===== config.mk =====
export PLATFORM = sky130hd
export DESIGN_NAME = spr_pll_ratio_decode
export DESIGN_NICKNAME = d
export VERILOG_FILES = /design/src/hw/spr_pkg.sv /design/src/hw/spr_pll_ratio_decode.sv
export VERILOG_INCLUDE_DIRS = /design/src /design/src/hw
export SDC_FILE = /design/constraint.sdc
export NUM_CORES = 1
export LEC_CHECK = 0
export BUFFER_PORTS_ARGS = -buffer_cell sky130_fd_sc_hd__buf_4
export CAP_MARGIN = 15
export CORE_MARGIN = 2
export CORE_UTILIZATION = 57
export DETAILED_ROUTE_END_ITERATION = 16
export GPL_TIMING_DRIVEN = 0
export PLACE_DENSITY = 0.82
export SLEW_MARGIN = 10
export SYNTH_ARGS = -nofsm -noshare
export SYNTH_HDL_FRONTEND = slang
export SYNTH_SLANG_ARGS = --single-unit

===== constraint.sdc =====
create_clock -name ref_clk_i -period 19.5 [get_ports ref_clk_i]
set_input_delay 3.9 -clock ref_clk_i [delete_from_list [all_inputs] [get_ports ref_clk_i]]
set_output_delay 3.9 -clock ref_clk_i [all_outputs]
set_load 0.01 [all_outputs]

===== src/hw/spr_consts.svh =====
// Constants for the system clock ratio decoder: offsets, fields, resets.
// Assumes inclusion by bare name; definitions only.
`ifndef SPR_CONSTS_SVH
`define SPR_CONSTS_SVH

// Register offsets, byte addresses
`define SPR_REG_IN_KHZ    8'h00
`define SPR_REG_CTRL      8'h04
`define SPR_REG_CFG       8'h08
`define SPR_REG_RATIO     8'h0C
`define SPR_REG_VCO       8'h10
`define SPR_REG_STATUS    8'h14

// Field positions in the low reset configuration word
`define SPR_LB_DBL_BIT    31
`define SPR_MEM_DBL_BIT   30
`define SPR_VCO_SEL_HI    29
`define SPR_VCO_SEL_LO    28
`define SPR_MULT_HI       27
`define SPR_MULT_LO       24

// Vco divider codes and values
`define SPR_VCO_CODE_4    2'h0
`define SPR_VCO_CODE_8    2'h1
`define SPR_VCO_CODE_2    2'h2
`define SPR_VCO_DIV_4     4'h4
`define SPR_VCO_DIV_8     4'h8
`define SPR_VCO_DIV_2     4'h2

// Permitted vco range in kHz
`define SPR_VCO_MIN_KHZ   29'h0009_27C0
`define SPR_VCO_MAX_KHZ   29'h0015_5CC0

// Reset value of the input clock frequency, kHz
`define SPR_IN_KHZ_RST    20'h0_8235

`endif


===== src/hw/spr_pkg.sv =====
// Types for the system clock ratio decoder.
// Assumes nothing beyond compile order: before the decoder.
package spr_pkg;

    typedef enum logic [1:0] {
        SPR_IDLE    = 2'b00,
        SPR_CAPTURE = 2'b01,
        SPR_CALC    = 2'b11,
        SPR_DONE    = 2'b10
    } spr_state_t;

    typedef struct packed {
        logic       lb_dbl;
        logic       mem_dbl;
        logic [3:0] mult;
        logic [1:0] vco_sel;
        logic       strap;
    } spr_cfg_t;

    typedef struct packed {
        logic [4:0]  ratio;
        logic [3:0]  vco_div;
        logic [28:0] vco_khz;
        logic        invalid;
    } spr_res_t;

endpackage : spr_pkg


===== src/hw/spr_pll_ratio_decode.sv =====
// System clock ratio decoder: latches the reset configuration and derives ratio and vco.
// Assumes synchronous inputs, a plain register port and a stable configuration word at reset.
// Overview of operation
// - Vco divider code 00 is /4, 01 is /8, 10 is /2, 11 reserved.
// - Both doubling bits clear: vco equals bus clock times divider.
// - Either doubling bit set: vco equals twice bus clock times divider.
// - Bus clock is input clock times one plus strap, times multiplier.
// - Strap low: bus-to-input ratio equals the multiplier's binary value.
//
// Local design decisions: the register addresses and the strobed register port.
`include "spr_consts.svh"

module spr_pll_ratio_decode (
    input  wire logic        ref_clk_i,
    input  wire logic        rst_n_i,
    input  wire logic [31:0] reset_config_word_low_i,
    input  wire logic        input_divide_strap_i,
    input  wire logic [7:0]  addr_i,
    input  wire logic [31:0] wr_data_i,
    input  wire logic        wr_i,
    input  wire logic        rd_i,
    output logic      [31:0] rd_data_o,
    output logic      [4:0]  csb_ratio_o,
    output logic      [3:0]  vco_div_o,
    output logic      [28:0] vco_khz_o,
    output logic             cfg_invalid_o,
    output logic             cfg_valid_o
);

    spr_pkg::spr_state_t state_r;
    spr_pkg::spr_state_t state_nxt;
    spr_pkg::spr_cfg_t   cfg_r;
    spr_pkg::spr_cfg_t   cfg_nxt;
    spr_pkg::spr_res_t   res_r;
    spr_pkg::spr_res_t   res_nxt;
    logic [19:0]         in_khz_r;
    logic [19:0]         in_khz_nxt;
    logic                valid_r;
    logic                valid_nxt;
    logic [31:0]         rd_data_r;
    logic [31:0]         rd_data_nxt;

    logic [3:0]          div_c;
    logic                rsvd_c;
    logic [4:0]          ratio_c;
    logic [4:0]          vmul_c;
    logic [24:0]         csb_c;
    logic [29:0]         vco_c;
    logic                restart_c;
    logic                recap_c;

    // Divider decode
    always_comb begin
        rsvd_c = 1'b0;
        case (cfg_r.vco_sel)
            `SPR_VCO_CODE_4: div_c = `SPR_VCO_DIV_4;
            `SPR_VCO_CODE_8: div_c = `SPR_VCO_DIV_8;
            `SPR_VCO_CODE_2: div_c = `SPR_VCO_DIV_2;
            default: begin
                div_c  = 4'h0;
                rsvd_c = 1'b1;
            end
        endcase
    end

    // Ratio and frequency arithmetic
    always_comb begin
        ratio_c = cfg_r.strap ? {cfg_r.mult, 1'b0} : {1'b0, cfg_r.mult};
        csb_c   = in_khz_r * ratio_c;
        vmul_c  = (cfg_r.lb_dbl | cfg_r.mem_dbl) ? {div_c, 1'b0} : {1'b0, div_c};
        vco_c   = csb_c * vmul_c;
    end

    // Bus command decode; a new input frequency during calc or done restarts calc
    always_comb begin
        restart_c = 1'b0;
        recap_c   = 1'b0;
        if (wr_i && addr_i == `SPR_REG_IN_KHZ) begin
            restart_c = (state_r == spr_pkg::SPR_CALC) |
                        (state_r == spr_pkg::SPR_DONE);
        end
        if (wr_i && addr_i == `SPR_REG_CTRL) begin
            recap_c = wr_data_i[0] & (state_r == spr_pkg::SPR_DONE);
        end
    end

    // Sequencer
    always_comb begin
        state_nxt = state_r;
        valid_nxt = valid_r;
        case (state_r)
            spr_pkg::SPR_IDLE: begin
                state_nxt = spr_pkg::SPR_CAPTURE;
            end
            spr_pkg::SPR_CAPTURE: begin
                valid_nxt = 1'b0;
                state_nxt = spr_pkg::SPR_CALC;
            end
            spr_pkg::SPR_CALC: begin
                valid_nxt = 1'b1;
                state_nxt = spr_pkg::SPR_DONE;
            end
            spr_pkg::SPR_DONE: begin
                state_nxt = spr_pkg::SPR_DONE;
            end
            default: begin
                state_nxt = spr_pkg::SPR_IDLE;
            end
        endcase
        if (restart_c) begin
            state_nxt = spr_pkg::SPR_CALC;
            valid_nxt = 1'b0;
        end
        if (recap_c) begin
            state_nxt = spr_pkg::SPR_CAPTURE;
            valid_nxt = 1'b0;
        end
    end

    always_ff @(posedge ref_clk_i or negedge rst_n_i) begin
        if (!rst_n_i) begin
            state_r <= spr_pkg::SPR_IDLE;
            valid_r <= 1'b0;
        end else begin
            state_r <= state_nxt;
            valid_r <= valid_nxt;
        end
    end

    // Configuration capture
    always_comb begin
        cfg_nxt = cfg_r;
        if (state_r == spr_pkg::SPR_CAPTURE) begin
            cfg_nxt.lb_dbl  = reset_config_word_low_i[`SPR_LB_DBL_BIT];
            cfg_nxt.mem_dbl = reset_config_word_low_i[`SPR_MEM_DBL_BIT];
            cfg_nxt.vco_sel = reset_config_word_low_i[`SPR_VCO_SEL_HI:`SPR_VCO_SEL_LO];
            cfg_nxt.mult    = reset_config_word_low_i[`SPR_MULT_HI:`SPR_MULT_LO];
            cfg_nxt.strap   = input_divide_strap_i;
        end
    end

    always_ff @(posedge ref_clk_i or negedge rst_n_i) begin
        if (!rst_n_i) begin
            cfg_r <= '0;
        end else begin
            cfg_r <= cfg_nxt;
        end
    end

    // Results
    always_comb begin
        res_nxt = res_r;
        if (state_r == spr_pkg::SPR_CALC) begin
            res_nxt.ratio   = ratio_c;
            res_nxt.vco_div = div_c;
            res_nxt.vco_khz = vco_c[28:0];
            res_nxt.invalid = rsvd_c | vco_c[29] |
                              (vco_c[28:0] < `SPR_VCO_MIN_KHZ) |
                              (vco_c[28:0] > `SPR_VCO_MAX_KHZ);
        end
    end

    always_ff @(posedge ref_clk_i or negedge rst_n_i) begin
        if (!rst_n_i) begin
            res_r <= '0;
        end else begin
            res_r <= res_nxt;
        end
    end

    // Input clock frequency register
    always_comb begin
        in_khz_nxt = in_khz_r;
        if (wr_i && addr_i == `SPR_REG_IN_KHZ) begin
            in_khz_nxt = wr_data_i[19:0];
        end
    end

    always_ff @(posedge ref_clk_i or negedge rst_n_i) begin
        if (!rst_n_i) begin
            in_khz_r <= `SPR_IN_KHZ_RST;
        end else begin
            in_khz_r <= in_khz_nxt;
        end
    end

    // Read port
    always_comb begin
        rd_data_nxt = 32'h0000_0000;
        if (rd_i) begin
            case (addr_i)
                `SPR_REG_IN_KHZ: rd_data_nxt = {12'h000, in_khz_r};
                `SPR_REG_CFG:    rd_data_nxt = {23'h00_0000, cfg_r};
                `SPR_REG_RATIO:  rd_data_nxt = {23'h00_0000, res_r.vco_div, res_r.ratio};
                `SPR_REG_VCO:    rd_data_nxt = {3'h0, res_r.vco_khz};
                `SPR_REG_STATUS: rd_data_nxt = {30'h0000_0000, res_r.invalid, valid_r};
                default:         rd_data_nxt = 32'h0000_0000;
            endcase
        end
    end

    always_ff @(posedge ref_clk_i or negedge rst_n_i) begin
        if (!rst_n_i) begin
            rd_data_r <= 32'h0000_0000;
        end else begin
            rd_data_r <= rd_data_nxt;
        end
    end

    assign rd_data_o     = rd_data_r;
    assign csb_ratio_o   = res_r.ratio;
    assign vco_div_o     = res_r.vco_div;
    assign vco_khz_o     = res_r.vco_khz;
    assign cfg_invalid_o = res_r.invalid;
    assign cfg_valid_o   = valid_r;

    // Checks
    logic [29:0] chk_vco_w;
    assign chk_vco_w = in_khz_r * res_r.ratio * res_r.vco_div;
endmodule // spr_pll_ratio_decode


==> metrics.md, run 1 <==
| Metric | Value |
|---|---|
| CP max-delay cell | fa_1 |
| Critical Path Fanout Max | 10 |
| Global-route wire length before repair | 45.35 mm |
| Max-slew violation count | 0 |
| Crit Path Class | reg -> reg |
| Worst hold path type | reg -> reg |
| Number of top-level pins | between 100 and 150 |
| Max clock buf depth | 2 |
| Vias in the first global route | between 8k and 9k |
| Max frequency | 101.2 MHz |
| Vias | 8724 |
| WL/cell | between 15 and 20 um |
| Layout fillers | ~1.5k |
| # DRC | 0 |
| Post-CTS Resized | 0 |
| First-pass DRT Iterations | 5 |
| H-tree Lvls | 3 |
| Worst stage delay on the critical path | 0.56 ns |
| Grt total ovfl | 0 |
| # diodes | 0 |
| Sum of negative setup slack | 0 ns |
| Ys flop type | dfrtp_1 |
| Port bufs | 106 |
| Post-synth EDFFs | 0 |
| Nature of the critical path endpoint | flop |
| Initial antenna violation count | 0 |
| Worst setup margin | 9.620 ns |
| Net switching power | 196.1 uW |
| Hpwl dp | 21.83 mm |
| Post-synthesis cell count | 1121 |
| Largest net degree at the start of global routing | 99 |
| Cts bufs inserted | 9 |
| Final setup vio count | 0 |
| Final #Nets | 1509 |
| CTS Root Cell | clkbuf_16 |
| Max IR drop VDD | 0.00005323 V |
| Worst-Skew Late Latency | around 0.34 ns |
| Worst Tran Pin Value | between 0.8 and 0.9 ns |
| Hold-fix buffers, CTS | 0 |
| Clock Power Share | 0.326 |
| Critical path buffer and inverter count | 4 |
| Commonest non-fill, non-tap cell in the layout | buf_4 |
| Hold depth | 2 |
| Initial DRC Count | a little over 600 |
| Final Power | 583.7 uW |
| Routed Antenna Nets | 0 |
| Met3 WL post-DR | 1.685 mm |
| GRT Total Usage | 0.2876 |
| Fraction of the cycle the final worst path needs | 0.5067 |
| Ys Warns | 0 |
| Cell Rows | between 40 and 50 |
| Die Ht | ~140 um |
| Post-CTS Setup Inserts | 0 |
| Syn_area_per_cell | 9.304 um2 |
| Worst slew margin | 0.4173 |
| Flop pwr share | 0.408 |
| Tmin final | 9.880 ns |
| Critical path depth | 34 |
| CTS tree | done |
| Length of routed wiring on met1 | 11.46 mm |
| Final core occ | 0.6602 |
| Pleak | 6.202 nW |
| Post-Route WL | 27.36 mm |
| Status | finished clean |
| Reg clk slew, reported paths | 0.08 ns |
| Top routing layer in use | met4 |
| Sw frac | 0.3359 |
| Critical Path RT | 19.70 ns |
| Crit-path most repeated cell | fa_1 |
| Cell count of the worst reg-to-reg path | 34 |
| Met2 WL | 13.25 mm |
| Die ar. | 19400 um2 |
| Yosys reg bits | 98 |
| Crit path DAT | approximately 10 ns |
| Most frequent cells in the layout | 110 x buf_4, 108 x inv_1, 104 x nor2_1 |
| Asr flop ratio synth | 1.000 |
| Place WS | 9.773 ns |
| Area Overhead vs Synth | 13.70% |
| Chip width | 139.3 um |
| Cell Area, Synth | around 10000 um2 |
| Clock Skew | 0.01241 ns |
| Sequential area share after synthesis | 0.2358 |
| Post-synth cell types | 66 |
| Power density cells | 49.22 nW/um2 |
| Startpoint class of the critical path | flop |
| Core ar. | 17960 um2 |
| Share of post-route cells with drive strength above 1 | 0.1612 |
| Final hold viol count | 0 |
| Routability Congestion | 0.9293 |
| Pint | 387.6 uW |
| RSZ-0062 raised after global routing | no |
| Clock Sinks | 98 |
| Combinational share of power | 0.267 |
| Initial Utilization | 0.5806 |
| Post-DR vias/cell | 5.911 |
| Largest delay share family, worst path | adder cells |
| Max Cap Viol | 0 |
-- flip-flops by register name, indices dropped and copies added (netlist names) --
name	count
csb_ratio_o	5
in_khz_r	20
cfg_invalid_o	1
cfg_valid_o	1
cfg_r	9
state_r	2
rd_data_o	29
vco_khz_o	28
vco_div_o	3
-- logic make-up (layout without fill, tap and decap cells) --
group | Yosys count | in the layout | share of synthesized area
AOI/OAI and AO/OA | 198 | 198 | 0.1275
xor gates and xnor gates | 46 | 46 | 0.03863
adders and majority gates | 190 | 190 | 0.3006
buffers and inverters | 161 | 283 | 0.06058
DFF | 98 | 98 | 0.2358
muxes | 55 | 55 | 0.05902
other | 1 | 5 | 0.0003595
and+or+nand+nor | 372 | 372 | 0.1774
-- metal layers --
layer | global-route usage | up-vias
met2 | 0.4675 | 356
met3 | 0.03923 | 66
met4 | 0.09888 | 0
li1 | - | 4001
met5 | 0 | -
met1 | 0.3995 | 4301
-- stage by stage --
stage / cells / hold slack (ns) / instance area [um2]
final: 1476 / 0.5049 / 11860
after CTS: 1476 / 0.5129 / 11860
after global routing: 1476 / 0.5439 / 11860
after global placement: 1460 / 0.4933 / 11530
after detailed placement: 1460 / 0.5001 / 11530
after floorplan: 1125 / 0.5065 / 10450
-- path summary, 6_finish.rpt --
check / startpoint / endpoint / slack (ns)
hold / removal: vco_khz_o[24]$_DFFE_PN0P_ / vco_khz_o[24]$_DFFE_PN0P_ / 0.50
max in group asynchronous: rst_n_i / rd_data_o[21]$_DFF_PN0_ / 15.28
setup reg to reg: cfg_r[0]$_DFFE_PN0P_ / cfg_invalid_o$_DFFE_PN0P_ / 9.62
min in group asynchronous: rst_n_i / rd_data_o[5]$_DFF_PN0_ / 3.63
hold reg to reg: vco_khz_o[24]$_DFFE_PN0P_ / vco_khz_o[24]$_DFFE_PN0P_ / 0.50
setup / recovery: cfg_r[0]$_DFFE_PN0P_ / cfg_invalid_o$_DFFE_PN0P_ / 9.62
-- synthesized netlist by cell type, types with 16 or more instances --
master | count | area share
and3_1 | 23 | 0.014
xnor2_1 | 25 | 0.021
clkbuf_1 | 41 | 0.015
nor2b_1 | 67 | 0.040
and2_1 | 20 | 0.012
xor2_1 | 21 | 0.018
inv_1 | 108 | 0.039
a21o_1 | 18 | 0.013
ha_1 | 89 | 0.11
mux2_2 | 52 | 0.056
a22oi_1 | 18 | 0.013
nand2b_1 | 18 | 0.011
nor2_1 | 104 | 0.037
nand3_1 | 16 | 0.0077
fa_1 | 101 | 0.19
o21ai_0 | 41 | 0.020
nand2_1 | 81 | 0.029
a21oi_1 | 48 | 0.023
dfrtp_1 | 92 | 0.22
-- power groups by stage --
stage,Sequential (mW),Combinational (mW),Clock [mW]
after floorplan,0.238,0.0914,0
after global placement,0.240,0.148,0
after detailed placement,0.240,0.153,0
after CTS,0.237,0.155,0.191
after global routing,0.239,0.173,0.200
final,0.238,0.156,0.190
-- worst reg2reg max path: cells and delay by family (launching register included) --
kind / cells / cell delay (ns)
XOR/XNOR: 2 / 0.65
flip-flops: 1 / 0.33
AND/OR/NAND/NOR: 6 / 1.03
multiplexers: 1 / 0.40
buffers and inverters: 4 / 1.08
adder cells (fa/ha/maj): 8 / 3.45
AO/OA/AOI/OAI: 13 / 2.78
-- layout make-up --
class / instances / area, um2 / area share
Sequential cell: 98 / 2460 / 0.2074
Inverter: 108 / 405.4 / 0.03418
Multi-Input combinational cell: 866 / 7360 / 0.6206
Buffer: 53 / 226.5 / 0.01910
Clock inverter: 7 / 96.34 / 0.008124
Tap cell: 229 / 286.5 / 0.02416
Timing Repair Buffer: 106 / 799.5 / 0.06742
Clock buffer: 9 / 225.2 / 0.01899
No activity file was read; power rests on OpenSTA's default activity.
==> inputs of run 2 (changes only) <==
--- a/config.mk
+++ b/config.mk
@@ -6,10 +6,11 @@
 export SDC_FILE = /design/constraint.sdc
 export NUM_CORES = 1
 export LEC_CHECK = 0
+export ABC_AREA = 1
 export BUFFER_PORTS_ARGS = -buffer_cell sky130_fd_sc_hd__buf_4
 export CAP_MARGIN = 15
 export CORE_MARGIN = 2
-export CORE_UTILIZATION = 57
+export CORE_UTILIZATION = 54
 export DETAILED_ROUTE_END_ITERATION = 16
 export GPL_TIMING_DRIVEN = 0
 export PLACE_DENSITY = 0.82
==> constraint.sdc (replaced) <==
create_clock -name ref_clk_i -period 8.1 [get_ports ref_clk_i]
set_input_delay 1.62 -clock ref_clk_i [delete_from_list [all_inputs] [get_ports ref_clk_i]]
set_output_delay 1.62 -clock ref_clk_i [all_outputs]
set_load 0.01 [all_outputs]
==> metrics.md, run 2 <==
| Metric | Value |
|---|---|
| Hpwl dp | 24.41 mm (+12%) |
| Synth area leaders | dfrtp_1 21%, fa_1 18%, nand2_1 12% |
| Core ar. | 20100 um2 (+12%) |
| Synth Area in Simple Gates | 0.2727 (+0.09532) |
| Clock Skew | 0.01215 ns (-0.0002615 ns) |
| Count leader, synth | nand2_1 |
| Place WS | -0.08064 ns (-9.854 ns) |
| Worst hold path type | reg -> reg |
| Cell Area, Synth | 11010 um2 (+5.6%) |
| # DRC | 0 (unchanged) |
| Largest family of logic cells by synthesized area | adder cells |
| Max-slew violation count | 0 (unchanged) |
| Post-synth EDFFs | 0 (unchanged) |
| Worst-Skew Late Latency | 0.36 ns (+0.02 ns) |
| Largest net degree at the start of global routing | 99 (unchanged) |
| Max frequency | 130.2 MHz (+29%) |
| Synth Area in Adders | 0.2847 (-0.01595) |
| Crit-path most repeated cell | nand2_1 |
| Ys flop type | dfrtp_1 |
| Fraction of the cycle the final worst path needs | 0.9483 (+0.4416) |
| CP max-delay cell | fa_1 |
| Grt total ovfl | 0 (unchanged) |
| Share of post-route cells with drive strength above 1 | 0.1435 (-0.01772) |
| Reg clk slew, reported paths | 0.07 ns (about the same) |
| Worst Tran Pin Value | 0.8913 ns (+0.01963 ns) |
| Critical Path RT | 8.35 ns (-11.35 ns) |
| Critical Path Fanout Max | 10 (unchanged) |
| Syn_area_per_cell | 7.241 um2 (-22%) |
| Chip width | 146.8 um (+5.4%) |
| Crit path DAT | 7.93 ns (-2.15 ns) |
| Final #Nets | 1915 (+27%) |
| Hold Worst Slack | 0.5215 ns (+0.01659 ns) |
| Layout fillers | 1763 (+20%) |
| Vias in the first global route | 10.17k (+15%) |
| Post-synthesis cell count | 1521 (+36%) |
| First-pass DRT Iterations | 6 (+1) |
| Port bufs | 107 (+0.94%) |
| Post-DR vias/cell | 5.332 (-9.8%) |
| Initial Utilization | 0.5479 (-0.03276) |
| GRT Total Usage | 0.2858 (-0.001741) |
| Status | finished clean |
| Final setup vio count | 0 (unchanged) |
| Crit path launch | cfg_r[0]$_DFFE_PN0P_ |
| Area Overhead vs Synth | 14.59% |
| Worst setup margin | 0.4191 ns (-9.201 ns) |
| Largest area contributor in the netlist | dfrtp_1 |
| Cell Rows | 52 (+6.1%) |
| Max Cap Viol | 0 (unchanged) |
| Worst slew margin | 0.4058 (-0.01156) |
| Clock Sinks | 98 (unchanged) |
| Number of top-level pins | 149 (unchanged) |
| CTS Root Cell | clkbuf_16 |
| Mux share of post-synthesis cell area | 0.002045 (-0.05698) |
| Hold Crit Start | vco_khz_o[25]$_DFFE_PN0P_ |
| Final hold viol count | 0 (unchanged) |
| Worst stage delay on the critical path | 0.55 ns (about the same) |
| Area share of the largest cell type after synthesis | 0.2090 (-0.01171) |
| Pleak | 6.906 nW (+11%) |
| Post-Route WL | 29.62 mm (+8.3%) |
| Commonest cells in the netlist | 354 x nand2_1, 258 x inv_1, 233 x nor2_1 |
| Tmin final | 7.681 ns (-2.199 ns) |
| Placed cell areas | 12170 um2 (+5.5%) |
| Die Ht | 146.8 um (+5.4%) |
| Post-synth cell types | 45 (-32%) |
| Final Instance Count excl. Fillers | 1922 (+30%) |
| Nature of the critical path endpoint | flop |
| Commonest non-fill, non-tap cell in the layout | nand2_1 |
| Asr flop ratio synth | 1.000 (unchanged) |
| Startpoint class of the critical path | flop |
| # diodes | 0 (unchanged) |
| Vias | 10.25k (+17%) |
| Max IR drop VDD | 0.0003168 V (+500%) |
| WL/cell | 15.41 um (-17%) |
| Max clock buf depth | 2 (unchanged) |
| Xor/xnor cell area share of the yosys netlist | 0.01590 (-0.02272) |
| Final Power | 5.403 mW (+830%) |
| Finished Cell Area | 12620 um2 (+6.4%) |
| Hold-fix buffers, CTS | 0 (unchanged) |
| CTS tree | done |
| Largest register FFs | 29 (unchanged) |
| Global-route wire length before repair | 50.00 mm (+10%) |
| Sequential area share after synthesis | 0.2233 (-0.01251) |
| Routability Congestion | 0.9591 (+3.2%) |
| Compound-Gate Fraction of Synth Area | 0.09167 (-0.03585) |
| Routed Antenna Nets | 0 (unchanged) |
| Yosys reg bits | 98 (unchanged) |
| Initial antenna violation count | 0 (unchanged) |
| Ys Warns | 0 (unchanged) |
| Most frequent cells in the layout | 354 x nand2_1, 258 x inv_1, 232 x nor2_1 |
| Inst Count DP | 1902 (+30%) |
| Power density cells | 428.1 nW/um2 (+770%) |
| Die ar. | 21550 um2 (+11%) |
| Crit Path Class | reg -> reg |
| H-tree Lvls | 3 (unchanged) |
| Initial DRC Count | 745 (+23%) |
| Reg2reg start | cfg_r[0]$_DFFE_PN0P_ |
| Cts bufs inserted | 9 (unchanged) |
[run 2: cell types whose count changed after synthesis, sizes merged, moves of 20 or more]
cell / delta
nand2: +297
inv: +162
and3: -23
mux2: -50
and2: -20
nor2b: -67
nor2: +138
nand3: +40
a21oi: +20
o21ai: +31
[run 2: layout make-up]
class,instances,area [um2],share of cell area
buffer,40,202.7,0.01606
clock buffer,9,225.2,0.01784
clock inverter,6,48.80,0.003866
inverter,273,1025,0.08119
multi-input combinational,1114,7477,0.5924
sequential,98,2460,0.1949
tap,270,337.8,0.02677
timing repair buffer,112,844.6,0.06692
[run 2: report_power, final]
part           total, mW  switching (mW)  leakage, nW  internal [mW]
registers          0.675          0.0958         1.20          0.579
logic               4.32            2.72         5.57           1.60
clock network      0.413           0.202        0.130          0.211
total               5.40            3.02         6.91           2.38
[run 2: through the flow]
step           setup TNS [ns]  utilization
6_report                    0       0.6278
5_1_grt              -0.09465       0.6278
4_1_cts                     0       0.6197
3_5_place_dp         -0.08064       0.6054
3_3_place_gp         -0.09508       0.6054
2_1_floorplan               0            -
[run 2: kinds of logic (layout without fill, tap and decap cells)]
logic type,after synthesis,after routing
xor+xnor,20,20
simple gates,718,718
flops,98,98
compound gates,179,179
other cells,1,5
fa+ha+maj,190,190
mux,2,2
buf+inv,313,440
[run 2: what timing repair did]
item | CTS | global route
endpoints found under the hold margin | 0 | 0
buffers inserted | 0 | 5
resized for setup | 6 | 39
pin swaps | 0 | 3
endpoints found under the setup margin | 1 | 6
[run 2: path summary, 6_finish.rpt]
| check | endpoint | slack [ns] | cells past startpoint |
|---|---|---|---|
| hold / removal | vco_khz_o[25]$_DFFE_PN0P_ | 0.52 | 2 |
| setup / recovery | cfg_invalid_o$_DFFE_PN0P_ | 0.42 | 32 |
| setup reg to reg | cfg_invalid_o$_DFFE_PN0P_ | 0.42 | 32 |
| hold reg to reg | vco_khz_o[25]$_DFFE_PN0P_ | 0.52 | 2 |
| min in group asynchronous | in_khz_r[11]$_DFFE_PN0P_ | 1.34 | 1 |
| max in group asynchronous | vco_khz_o[23]$_DFFE_PN0P_ | 6.14 | 1 |
[run 2: metal layers]
layer,share of wire,GRT usage,up-vias
met5,0,0,-
met4,0.037,0.1165,0
met3,0.070,0.03634,61
met2,0.47,0.4664,395
met1,0.43,0.3889,4851
li1,-,-,4941
[run 2: worst max-delay path, delay by kind of cell, from the launching register on]
kind	cells	cell delay, ns
AO/OA/AOI/OAI	7	1.63
adder cells (fa/ha/maj)	8	3.59
buffers and inverters	4	0.64
AND/OR/NAND/NOR	12	1.20
XOR/XNOR	1	0.20
flip-flops	1	0.32
==> inputs of run 3 (changes only) <==
--- a/config.mk
+++ b/config.mk
@@ -13,7 +13,7 @@
 export CORE_UTILIZATION = 54
 export DETAILED_ROUTE_END_ITERATION = 16
 export GPL_TIMING_DRIVEN = 0
-export PLACE_DENSITY = 0.82
+export PLACE_DENSITY = 0.79
 export SLEW_MARGIN = 10
 export SYNTH_ARGS = -nofsm -noshare
 export SYNTH_HDL_FRONTEND = slang
==> metrics.md, run 3 (synthesis gave the netlist of run 2 again) <==
| Metric | Value |
|---|---|
| Status | finished clean |
| GRT Total Usage | 0.2862 (+0.0003933) |
| Crit Path Class | reg -> reg |
| # diodes | 0 (unchanged) |
| Max frequency | 129.6 MHz (-0.49%) |
| Die ar. | 21550 um2 (unchanged) |
| Initial antenna violation count | 0 (unchanged) |
| Startpoint class of the critical path | flop |
| Port bufs | 107 (unchanged) |
| Crit path DAT | 7.97 ns (+0.04 ns) |
| Worst slew margin | 0.4128 (+0.006986) |
| Max clock buf depth | 2 (unchanged) |
| Clock Sinks | 98 (unchanged) |
| Final hold viol count | 0 (unchanged) |
| Reg clk slew, reported paths | 0.08 ns (about the same) |
| Hpwl dp | 24.60 mm (+0.81%) |
| R2r endpoint | cfg_invalid_o$_DFFE_PN0P_ |
| Final #Nets | 1914 (-0.052%) |
| Storage cell area | 2460 um2 (unchanged) |
| Max Cap Viol | 0 (unchanged) |
| Final setup vio count | 0 (unchanged) |
| Commonest non-fill, non-tap cell in the layout | nand2_1 |
| Crit-path most repeated cell | nand2_1 |
| Share of post-route cells with drive strength above 1 | 0.1465 (+0.003027) |
| Post-Route WL | 29.79 mm (+0.57%) |
| Cts bufs inserted | 9 (unchanged) |
| Worst Tran Pin Value | 0.8809 ns (-0.01048 ns) |
| CTS Root Cell | clkbuf_16 |
| Worst-Skew Late Latency | 0.36 ns (about the same) |
| Largest register FFs | 29 (unchanged) |
| Routability Congestion | 0.9314 (-2.9%) |
| Cell Rows | 52 (unchanged) |
| Hold Worst Slack | 0.5112 ns (-0.01023 ns) |
| Critical Path RT | 8.35 ns (about the same) |
| Inst Count DP | 1902 (unchanged) |
| Fraction of the cycle the final worst path needs | 0.9529 (+0.004658) |
| Die Ht | 146.8 um (unchanged) |
| Global-route wire length before repair | 49.68 mm (-0.65%) |
| Hold depth | 1 (-1) |
| Initial Utilization | 0.5479 (unchanged) |
| Sum of negative setup slack | 0 ns (unchanged) |
| H-tree Lvls | 3 (unchanged) |
| Nature of the critical path endpoint | flop |
| Reg2reg start | cfg_r[0]$_DFFE_PN0P_ |
| Max-slew violation count | 0 (unchanged) |
| Most frequent cells in the layout | 353 x nand2_1, 257 x inv_1, 230 x nor2_1 |
| Post-DR vias/cell | 5.322 (-0.19%) |
| Final Power | 5.514 mW (+2.1%) |
| Number of top-level pins | 149 (unchanged) |
| # DRC | 0 (unchanged) |
| Largest net degree at the start of global routing | 99 (unchanged) |
| Worst stage delay on the critical path | 0.56 ns (about the same) |
| Grt total ovfl | 0 (unchanged) |
| WL/cell | 15.50 um (+0.57%) |
| Worst hold path type | reg -> reg |
| Cell count of the worst reg-to-reg path | 37 (+16%) |
| Pleak | 6.952 nW (+0.66%) |
| Initial DRC Count | 740 (-0.67%) |
| Routed Antenna Nets | 0 (unchanged) |
| Chip width | 146.8 um (unchanged) |
| Multi-input gate area | 7511 um2 (+0.45%) |
| Hold Crit Start | state_r[0]$_DFF_PN0_ |
| Vias | 10.23k (-0.19%) |
| R2R setup slack | 0.38 ns (-0.04 ns) |
| Critical Path Fanout Max | 10 (unchanged) |
| Place WS | -0.08657 ns (-0.005932 ns) |
| Hold path endpoint | state_r[1]$_DFF_PN0_ |
| Worst setup margin | 0.3814 ns (-0.03773 ns) |
| Max IR drop VDD | 0.0004061 V (+28%) |
| Tmin final | 7.719 ns (+0.03773 ns) |
| CP max-delay cell | fa_1 |
| Final Instance Count excl. Fillers | 1922 (unchanged) |
| Clock Skew | 0.01328 ns (+0.001137 ns) |
| Power density cells | 433.3 nW/um2 (+1.2%) |
| Vias in the first global route | 10.20k (+0.31%) |
| Layout fillers | 1805 (+2.4%) |
| First-pass DRT Iterations | 5 (-1) |
| Area Overhead vs Synth | 15.52% |
| CTS tree | done |
| Core ar. | 20100 um2 (unchanged) |
## run 3: how the worst max path moves through the flow
stage                                     from                         to  slack, ns  depth (start not counted)
after floorplan           cfg_r[0]$_DFFE_PN0P_  cfg_invalid_o$_DFFE_PN0P_       0.95                         38
after global placement    cfg_r[0]$_DFFE_PN0P_  cfg_invalid_o$_DFFE_PN0P_      -0.07                         37
after detailed placement  cfg_r[0]$_DFFE_PN0P_  cfg_invalid_o$_DFFE_PN0P_      -0.09                         37
after CTS                 cfg_r[0]$_DFFE_PN0P_  cfg_invalid_o$_DFFE_PN0P_       0.03                         37
after global routing      cfg_r[0]$_DFFE_PN0P_  cfg_invalid_o$_DFFE_PN0P_      -0.07                         37
final                     cfg_r[0]$_DFFE_PN0P_  cfg_invalid_o$_DFFE_PN0P_       0.38                         37
## run 3: report_power, final
part / leakage, nW / switching, mW / internal [mW] / total (mW)
logic: 5.58 / 2.76 / 1.59 / 4.35
clock network: 0.164 / 0.211 / 0.277 / 0.488
registers: 1.20 / 0.0979 / 0.579 / 0.677
total: 6.95 / 3.07 / 2.45 / 5.51
## run 3: cell type report
cell class                      instances  share of cell area
Tap cell                              270             0.02655
Clock inverter                          7            0.008949
Buffer                                 40             0.01682
Clock buffer                            9             0.01770
Multi-Input combinational cell       1114              0.5903
Sequential cell                        98              0.1933
Inverter                              273             0.08054
Timing Repair Buffer                  111             0.06579
## run 3: layer usage
| metal | vias to the layer above | share of wire | wire length, um | GRT usage |
|---|---|---|---|---|
| met4 | 0 | 0.055 | 1627 | 0.1466 |
| met3 | 88 | 0.073 | 2182 | 0.04596 |
| met5 | - | 0 | 0 | 0 |
| li1 | 4939 | - | - | - |
| met1 | 4804 | 0.42 | 12490 | 0.3807 |
| met2 | 398 | 0.45 | 13490 | 0.4559 |
## run 3: worst max-delay path: cells and delay by family, from the launching register on
family	cells	cell delay, ns
DFF	1	0.36
xor gates and xnor gates	1	0.14
buffers and inverters	6	0.59
adders and majority gates	8	3.63
and+or+nand+nor	19	2.58
AOI/OAI and AO/OA	3	0.29
## run 3: through the flow
step | util | area, um2
6_report | 0.6329 | 12720
5_1_grt | 0.6329 | 12720
4_1_cts | 0.6229 | 12520
3_5_place_dp | 0.6054 | 12170
3_3_place_gp | 0.6054 | 12170
2_1_floorplan | - | 11030
## run 3: repair_timing
item / 4_1_cts / 5_1_grt
buffers inserted: 0 / 4
resized for setup: 5 / 57
setup endpoints to repair: 1 / 8
hold buffers: 0 / 0
pin swaps: 0 / 5
